$ cat config.mk
export PLATFORM = sky130hd
export DESIGN_NAME = cfg_port_dev_flat
export DESIGN_NICKNAME = d
export VERILOG_FILES = /design/src/rtl/cfg_port_pkg.sv /design/src/rtl/cfg_link_if.sv /design/src/rtl/cfg_port_dev.sv /design/src/flat_wrapper.sv
export VERILOG_INCLUDE_DIRS = /design/src /design/src/rtl
export SDC_FILE = /design/constraint.sdc
export NUM_CORES = 1
export LEC_CHECK = 0
export BUFFER_PORTS_ARGS = -buffer_cell sky130_fd_sc_hd__buf_2
export CAP_MARGIN = 25
export CORE_MARGIN = 1
export CORE_UTILIZATION = 50
export DETAILED_ROUTE_END_ITERATION = 16
export PLACE_DENSITY = 0.66
export SYNTH_ARGS = -nofsm -noshare
export SYNTH_HDL_FRONTEND = slang
export SYNTH_SLANG_ARGS = --single-unit
$ cat constraint.sdc
create_clock -name CLK_I -period 2.5 [get_ports CLK_I]
set_input_delay 0.25 -clock CLK_I [delete_from_list [all_inputs] [get_ports CLK_I]]
set_output_delay 0.25 -clock CLK_I [all_outputs]
set_load 0.005 [all_outputs]
$ cat src/rtl/cfg_port_regs.svh
// offsets, field positions, reset values and timing counts of the port
`ifndef CFG_PORT_REGS_SVH
`define CFG_PORT_REGS_SVH

`define CLK_PERIOD_NS     4
`define WORD_BITS         16
`define ADDR_BITS         8
`define DATA_BITS         8
`define REG_COUNT         8

`define REG_READOUT_ADDR  8'h00
`define REG_SPEED_ADDR    8'h01
`define REG_OUTMODE_ADDR  8'h02
`define READOUT_BIT       0
`define LOW_SPEED_BIT     0
`define CMOS_MODE_BIT     0
`define REG_RST_VAL       8'h00

`define SCLK_HALF_NS      25
`define SCLK_HALF_CYC     ((`SCLK_HALF_NS + `CLK_PERIOD_NS - 1) / `CLK_PERIOD_NS)
`define PWR_WAIT_NS       1000000
`define PWR_WAIT_CYC      ((`PWR_WAIT_NS + `CLK_PERIOD_NS - 1) / `CLK_PERIOD_NS)
`define RST_MIN_NS        10
`define RST_MIN_CYC       ((`RST_MIN_NS + `CLK_PERIOD_NS - 1) / `CLK_PERIOD_NS)
`define RST_MAX_NS        1000
`define RST_MAX_CYC       (`RST_MAX_NS / `CLK_PERIOD_NS)
`define RST_GAP_NS        100
`define RST_GAP_CYC       ((`RST_GAP_NS + `CLK_PERIOD_NS - 1) / `CLK_PERIOD_NS)

`endif

$ cat src/rtl/cfg_port_pkg.sv
// types of the serial configuration port: controller state codes and the byte type used by the converter end
package cfg_port_pkg;

  typedef logic [7:0] byte_type;

  typedef enum logic [2:0] {
    S_PWR   = 3'h0,
    S_RST   = 3'h1,
    S_GAP   = 3'h2,
    S_IDLE  = 3'h3,
    S_SETUP = 3'h4,
    S_SHIFT = 3'h5,
    S_HOLD  = 3'h6,
    S_END   = 3'h7
  } ctl_state_type;

endpackage : cfg_port_pkg

$ cat src/rtl/cfg_link_if.sv
// serial link wires between the controller and the converter port
`timescale 1ns/100ps

interface cfg_link_if;
  logic sclk;
  logic serial_select_n;
  logic serial_in_line;
  logic serial_out_line;
  logic hw_reset;

  modport dev (
    input  sclk,
    input  serial_select_n,
    input  serial_in_line,
    input  hw_reset,
    output serial_out_line
  );

  modport ctl (
    output sclk,
    output serial_select_n,
    output serial_in_line,
    output hw_reset,
    input  serial_out_line
  );
endinterface : cfg_link_if

$ cat src/rtl/cfg_port_dev.sv
// converter end: serial register port with readback
`timescale 1ns/100ps
`include "cfg_port_regs.svh"
////////////////////////////////////////////////////////////////////////
// Notes on behaviour
// - low-speed mode is set only over serial port
// - readback bit set blocks later register writes
// - read cycle carries register address in A[7:0]
// - readback shifts D[7:0] out on serial out
// - controller samples readback bits at sclk fall
// - clearing readback bit re-enables register writes
// - readback same for double-rate and parallel output
// - serial out driven low while readback off
// - register 00h never returns its contents
// - serial clock kept at or below 20 MHz
// - wait 1 ms after supplies before reset
// - reset pulse between 10 ns and 1 us
// - 100 ns from reset release to select
// - serial mode init by one high reset pulse
// - parallel configuration holds reset pin high
// - word latched on sixteenth sclk fall, select low
////////////////////////////////////////////////////////////////////////

module cfg_port_dev #(
  parameter int NREG = `REG_COUNT
) (
  input  wire logic CLK_I,
  input  wire logic RST_N_I,
  cfg_link_if.dev   LINK,
  output logic      LOW_SPEED_O,
  output logic      CMOS_MODE_O,
  output logic      READOUT_O
);

  ////////////////////////////////////////////////////////////////////
  // synchronisers and edge detection

  logic [3:0]               meta_r;
  logic [3:0]               sync_r;
  logic                     sclk_d_r;
  logic                     sclk_s;
  logic                     sel_n_s;
  logic                     din_s;
  logic                     hw_rst_s;
  logic                     rise;
  logic                     fall;

  always_ff @(posedge CLK_I or negedge RST_N_I)
  begin
    if (!RST_N_I)
    begin
      // idle levels: sclk low, select high, so no false edge follows reset
      meta_r   <= 4'h2;
      sync_r   <= 4'h2;
      sclk_d_r <= 1'b0;
    end
    else
    begin
      meta_r   <= {LINK.hw_reset, LINK.serial_in_line,
                   LINK.serial_select_n, LINK.sclk};
      sync_r   <= meta_r;
      sclk_d_r <= sync_r[0];
    end
  end

  assign sclk_s   = sync_r[0];
  assign sel_n_s  = sync_r[1];
  assign din_s    = sync_r[2];
  assign hw_rst_s = sync_r[3];
  assign rise     = sclk_s & ~sclk_d_r;
  assign fall     = ~sclk_s & sclk_d_r;

  ////////////////////////////////////////////////////////////////////
  // register file helpers

  cfg_port_pkg::byte_type   regs_r [NREG];
  logic [4:0]               cnt_r;
  logic [`WORD_BITS-1:0]    in_sh_r;
  logic [`DATA_BITS-1:0]    rd_sh_r;
  logic                     out_r;
  logic                     readout;
  logic                     latch;
  logic                     wr_en;
  cfg_port_pkg::byte_type   rd_val;

  function automatic logic addr_ok(input cfg_port_pkg::byte_type a);
    addr_ok = (32'(a) < NREG);
  endfunction : addr_ok

  function automatic logic [2:0] idx(input cfg_port_pkg::byte_type a);
    idx = a[2:0];
  endfunction : idx

  // unmapped addresses and 00h read as zero
  function automatic cfg_port_pkg::byte_type rd_fn(
    input cfg_port_pkg::byte_type a
  );
    rd_fn = 8'h00;
    if (addr_ok(a) && (a != `REG_READOUT_ADDR))
    begin
      rd_fn = regs_r[idx(a)];
    end
  endfunction : rd_fn

  assign readout = regs_r[0][`READOUT_BIT];
  assign latch   = fall & ~sel_n_s & (cnt_r == 5'h10);
  // 00h stays writable so the readback bit can be cleared again
  assign wr_en   = latch & addr_ok(in_sh_r[15:8])
                 & (~readout
                    | (in_sh_r[15:8] == `REG_READOUT_ADDR));

  // process form so a register update also refreshes the value
  always_comb
  begin
    rd_val = rd_fn(in_sh_r[7:0]);
  end

  ////////////////////////////////////////////////////////////////////
  // bit counter and input shifter

  always_ff @(posedge CLK_I or negedge RST_N_I)
  begin
    if (!RST_N_I)
    begin
      cnt_r <= 5'h00;
    end
    else if (hw_rst_s || sel_n_s)
    begin
      cnt_r <= 5'h00;
    end
    else if (rise && (cnt_r < 5'h10))
    begin
      cnt_r <= cnt_r + 5'h01;
    end
    else if (latch)
    begin
      // parks past sixteen so extra edges latch nothing
      cnt_r <= 5'h11;
    end
  end

  always_ff @(posedge CLK_I or negedge RST_N_I)
  begin
    if (!RST_N_I)
    begin
      in_sh_r <= 16'h0000;
    end
    else if (rise && !sel_n_s && (cnt_r < 5'h10))
    begin
      in_sh_r <= {in_sh_r[14:0], din_s};
    end
  end

  ////////////////////////////////////////////////////////////////////
  // register writes

  always_ff @(posedge CLK_I or negedge RST_N_I)
  begin
    if (!RST_N_I)
    begin
      for (int i = 0; i < NREG; i++)
      begin
        regs_r[i] <= `REG_RST_VAL;
      end
    end
    else if (hw_rst_s)
    begin
      for (int i = 0; i < NREG; i++)
      begin
        regs_r[i] <= `REG_RST_VAL;
      end
    end
    else if (wr_en)
    begin
      regs_r[idx(in_sh_r[15:8])] <= in_sh_r[7:0];
    end
  end

  ////////////////////////////////////////////////////////////////////
  // readback shifter
  // bits change on falling edges so a whole sclk period separates a
  // change from the controller's next sampling fall

  always_ff @(posedge CLK_I or negedge RST_N_I)
  begin
    if (!RST_N_I)
    begin
      out_r   <= 1'b0;
      rd_sh_r <= 8'h00;
    end
    else if (hw_rst_s || sel_n_s || !readout)
    begin
      out_r   <= 1'b0;
      rd_sh_r <= 8'h00;
    end
    else if (fall && (cnt_r == 5'h08))
    begin
      // output format bit plays no part here
      out_r   <= rd_val[7];
      rd_sh_r <= {rd_val[6:0], 1'b0};
    end
    else if (fall && (cnt_r > 5'h08) && (cnt_r < 5'h10))
    begin
      out_r   <= rd_sh_r[7];
      rd_sh_r <= {rd_sh_r[6:0], 1'b0};
    end
    else if (fall)
    begin
      out_r <= 1'b0;
    end
  end

  assign LINK.serial_out_line = out_r;

  ////////////////////////////////////////////////////////////////////
  // user-side mode outputs

  always_ff @(posedge CLK_I or negedge RST_N_I)
  begin
    if (!RST_N_I)
    begin
      LOW_SPEED_O <= 1'b0;
      CMOS_MODE_O <= 1'b0;
      READOUT_O   <= 1'b0;
    end
    else
    begin
      LOW_SPEED_O <= regs_r[1][`LOW_SPEED_BIT];
      CMOS_MODE_O <= regs_r[2][`CMOS_MODE_BIT];
      READOUT_O   <= readout;
    end
  end

endmodule : cfg_port_dev

$ cat src/flat_wrapper.sv
// flat-port wrapper written by rule: the top's interface ports become plain ports
module cfg_port_dev_flat 
#(
  parameter int NREG = `REG_COUNT
)
  (CLK_I, RST_N_I, LOW_SPEED_O, CMOS_MODE_O, READOUT_O, LINK_sclk, LINK_serial_select_n, LINK_serial_in_line, LINK_hw_reset, LINK_serial_out_line);
  cfg_link_if LINK_i ();
  input  wire logic CLK_I;
  input  wire logic RST_N_I;
  output logic LOW_SPEED_O;
  output logic CMOS_MODE_O;
  output logic READOUT_O;
  input wire logic [$bits(LINK_i.sclk)-1:0] LINK_sclk;
  input wire logic [$bits(LINK_i.serial_select_n)-1:0] LINK_serial_select_n;
  input wire logic [$bits(LINK_i.serial_in_line)-1:0] LINK_serial_in_line;
  input wire logic [$bits(LINK_i.hw_reset)-1:0] LINK_hw_reset;
  output wire logic [$bits(LINK_i.serial_out_line)-1:0] LINK_serial_out_line;
  assign LINK_i.sclk = LINK_sclk;
  assign LINK_i.serial_select_n = LINK_serial_select_n;
  assign LINK_i.serial_in_line = LINK_serial_in_line;
  assign LINK_i.hw_reset = LINK_hw_reset;
  assign LINK_serial_out_line = LINK_i.serial_out_line;
  cfg_port_dev #(.NREG(NREG)) u_core (.CLK_I(CLK_I), .RST_N_I(RST_N_I), .LINK(LINK_i), .LOW_SPEED_O(LOW_SPEED_O), .CMOS_MODE_O(CMOS_MODE_O), .READOUT_O(READOUT_O));
endmodule
==> results.yml <==
outcome:
  status: "finished clean"
routing:
  drt_pass1_iterations: 4
  route.final.wire_length_um: 10100
  remaining_antenna_violation_count: 0
  route.detailed.vias_per_inst: 5.49
  overall_via_count_from_detail_route: 2926
  routed_wire_length_per_instance_um: 19.0
  drt_iter0_markers: 132
  drc: 0
critical_path:
  cpMaxStageDelayCell: "sky130_fd_sc_hd__or4_4"
  crit_path_max_fanout: 8
  regToRegStartpoint: "u_core.in_sh_r[14]"
  timing.critical_path.cells: "or4_4 -> nor4_4 -> and3_1 -> buf_4 -> mux2i_1"
  cp-start-kind: "flop"
  critPathLaunch: "u_core.in_sh_r[14]"
  worst-endpoint-arrival_ns: 2.40
  classification_of_the_worst_setup_path: "reg -> reg"
  worst_setup_path_end_kind: "flop"
  timing.critical_path.slowest_cell_delay_ns: 0.57
  critPathRequiredTime_ns: 2.81
  r2r_setup_slack_ns: 0.42
clock_network:
  cts_tree: "done"
  cts.sinks: 105
  clock-root-buffer: "sky130_fd_sc_hd__clkbuf_8"
  worst_skew_pair.late_latency_ns: 0.39
  clk_pin_slew_worst_paths_ns: 0.11
  tritoncts.num_buffers: 9
  ctsResizeCount: 0
  cts-htree-levels: 3
  cts.path.max_buffers: 2
die:
  chipWidth_um: 102
  core.rowCount: 36
  placeable_core_area_um2: 9730
  boundaryPins: 10
  die_area_um2: 10400
  height_of_the_chip_um: 102
  start_util_pct: 51.5
sta:
  finalSetupTns_ns: 0
  finalSetupViolCount: 0
  final.min_clock_period_ns: 2.08
  grt_setup_unrepaired: "no"
  clock-skew-final_ns: 0.0197
  finalHoldViolations: 0
  worstMarginPinSlew_ns: 0.617
  worst_slew_margin_rel_pct: 58.6
  finalMaxSlewViolations: 0
  clock.fmax_ghz: 0.480
  layout_worst_path_cycle_share_pct: 83.4
grt:
  grt_first_pass_wirelength_um: 16600
  grt_antenna_before_repair: 0
  maximum_number_of_pins_on_one_net_before_global_route_repair: 74
  groute.usage.overall_pct: 22.1
  first_global_vias: 3085
  gr-total-overflow: 0
synth:
  synth_largest_area_cell: "sky130_fd_sc_hd__dfrtp_1"
  synth-async-reset-ratio_pct: 100
  synth_sequential_area_ratio_pct: 52.5
  avgSynthCellArea_um2: 13.0
  synthesis.nets: 393
  post_synth_inst_count: 385
  synth_ff_type: "sky130_fd_sc_hd__dfrtp_1"
  yosys_warnings: 0
  number_of_unique_standard_cell_types_used_by_synthesis: 47
  netlist.area_leader.share_pct: 51.4
  syn-cell-area_um2: 5010
  synth_edf_count: 0
  yosys-top-cells-area: "sky130_fd_sc_hd__dfrtp_1, sky130_fd_sc_hd__mux2i_1, sky130_fd_sc_hd__nand2b_1"
  postSynthRegisterBits: 105
worst_hold_path:
  timing.hold.worst.class: "in -> async"
cells_and_area:
  antenna_cells: 0
  layout.nets: 403
  finalCoreUtilization_pct: 56.4
  drive_gt1_share_pct: 21.0
  area.growth.synth_to_final_pct: 9.43
placed_design:
  dpl_wire_length_um: 6320
  port-buffer-count: 9
  globalplace.congestion: 0.815
power:
  powerDensity_nw_per_um2: 647
  highest_ir_drop_seen_on_vdd_uv: 320
  cellLeakagePower_nw: 2.69
flow_run:
  total_of_max_cap_violations: 0
## worst max-delay path, delay by kind of cell, from the launching register on
kind	cells	cell delay, ns
buffers and inverters	1	0.22
DFF	1	0.41
muxes	1	0.19
and+or+nand+nor	3	1.19
## per-stage QoR
stage               area [um^2]  power (W)  setup WS, ns  instances  hold slack (ns)
global placement           5210    0.00239         0.504        512            0.198
finish                     5490    0.00355         0.416        533            0.339
global route               5490    0.00371         0.292        533            0.373
detailed placement         5210    0.00240         0.435        512            0.208
floorplan                  5010    0.00223         0.612        385          -0.0456
CTS                        5490    0.00360         0.428        533            0.313
## power breakdown
part / internal (W) / total [W] / switching [W] / leakage [nW]
sequential: 0.00177 / 0.00186 / 0.0000911 / 1.43
clock: 0.000598 / 0.00119 / 0.000592 / 0.108
combinational: 0.000214 / 0.000502 / 0.000288 / 1.15
total: 0.00258 / 0.00355 / 0.000971 / 2.69
## final cells by class
class,count,area [um^2]
Clock buffer,11,141
Sequential cell,105,2630
Fill cell,830,4240
Inverter,2,7.51
Timing Repair Buffer,24,185
Tap cell,133,166
Clock inverter,5,86.3
Multi-Input combinational cell,253,2270
## logic make-up (layout without fill, tap and decap cells)
kind of cell               Yosys count  count (layout)  share of synthesized area [%]
and+or+nand+nor                    127             127                           17.0
DFF                                105             105                           52.5
muxes                              103             103                           25.0
buffers and inverters               27              42                           2.27
AOI/OAI and AO/OA                   19              19                           2.45
adders and majority gates            2               2                          0.499
xor gates and xnor gates             2               2                          0.349
## cell usage after synthesis (2+ instances only)
| cell | number |
|---|---|
| sky130_fd_sc_hd__xor2_1 | 2 |
| sky130_fd_sc_hd__ha_1 | 2 |
| sky130_fd_sc_hd__nor2_1 | 7 |
| sky130_fd_sc_hd__nand2_1 | 3 |
| sky130_fd_sc_hd__and3_1 | 3 |
| sky130_fd_sc_hd__nand2_2 | 5 |
| sky130_fd_sc_hd__o21ai_0 | 6 |
| sky130_fd_sc_hd__nand4_1 | 2 |
| sky130_fd_sc_hd__mux2i_1 | 70 |
| sky130_fd_sc_hd__dfrtp_1 | 103 |
| sky130_fd_sc_hd__dfstp_2 | 2 |
| sky130_fd_sc_hd__nand2b_1 | 75 |
| sky130_fd_sc_hd__clkbuf_1 | 12 |
| sky130_fd_sc_hd__nand4bb_1 | 2 |
| sky130_fd_sc_hd__mux2_2 | 17 |
| sky130_fd_sc_hd__buf_1 | 8 |
| sky130_fd_sc_hd__nor3_1 | 7 |
| sky130_fd_sc_hd__buf_2 | 4 |
| sky130_fd_sc_hd__mux4_2 | 16 |
| sky130_fd_sc_hd__a22oi_1 | 5 |
| sky130_fd_sc_hd__nand3_1 | 2 |
| sky130_fd_sc_hd__a21oi_1 | 2 |
| sky130_fd_sc_hd__nor2b_1 | 5 |
| sky130_fd_sc_hd__inv_1 | 2 |
## worst paths after layout
path	endpoint	cells after the start
max in group asynchronous	u_core.sync_r[1]	3
hold / removal	u_core.regs_r[1]	2
min in group CLK_I	u_core.sync_r[2]	0
setup reg to reg	u_core.regs_r[19]	5
hold reg to reg	u_core.sync_r[2]	0
setup / recovery	u_core.regs_r[19]	5
## routing by layer
| metal | track usage [%] | wire length, um | part of all wire [%] | vias up |
|---|---|---|---|---|
| li1 | - | - | - | 1377 |
| met1 | 31.2 | 4920 | 49 | 1497 |
| met2 | 33.5 | 4660 | 46 | 39 |
| met3 | 5.34 | 375 | 3.7 | 13 |
| met4 | 7.80 | 168 | 1.7 | 0 |
| met5 | 0 | 0 | 0 | - |
## layout by cell type (no fill, tap or decap), drive strengths merged, types with 2 or more instances in the layout
| cell | instances |
|---|---|
| nand2b | 75 |
| nand4bb | 2 |
| nand2 | 8 |
| dfstp | 2 |
| mux2i | 70 |
| inv | 3 |
| clkbuf | 11 |
| nor2b | 5 |
| nor4 | 2 |
| mux2 | 17 |
| mux4 | 16 |
| nor4b | 2 |
| nor3b | 2 |
| dfrtp | 103 |
| clkinvlp | 2 |
| buf | 19 |
| nand3 | 3 |
| and3 | 3 |
| bufinv | 2 |
| nor2 | 7 |
| nor3 | 8 |
| a22oi | 5 |
| xor2 | 2 |
| or2 | 2 |
| o21ai | 6 |
| dlygate4sd3 | 5 |
| nand4 | 3 |
| a21oi | 2 |
| ha | 2 |
## timing repair
action | in CTS | in global routing
setup buffers | 0 | 0
hold endpoints to repair | 30 | 0
hold buffers | 5 | 0
## sequential cells by signal (all words and copies together) (netlist names)
register,flops
u_core.regs_r,63
u_core.meta_r,4
u_core.READOUT_O,1
u_core.cnt_r,5
u_core.LINK.serial_out_line,1
u_core.readout,1
u_core.rd_sh_r,7
u_core.sclk_d_r,1
u_core.in_sh_r,16
u_core.sync_r,4
u_core.CMOS_MODE_O,1
u_core.LOW_SPEED_O,1
(Power assumes the default switching activity.)
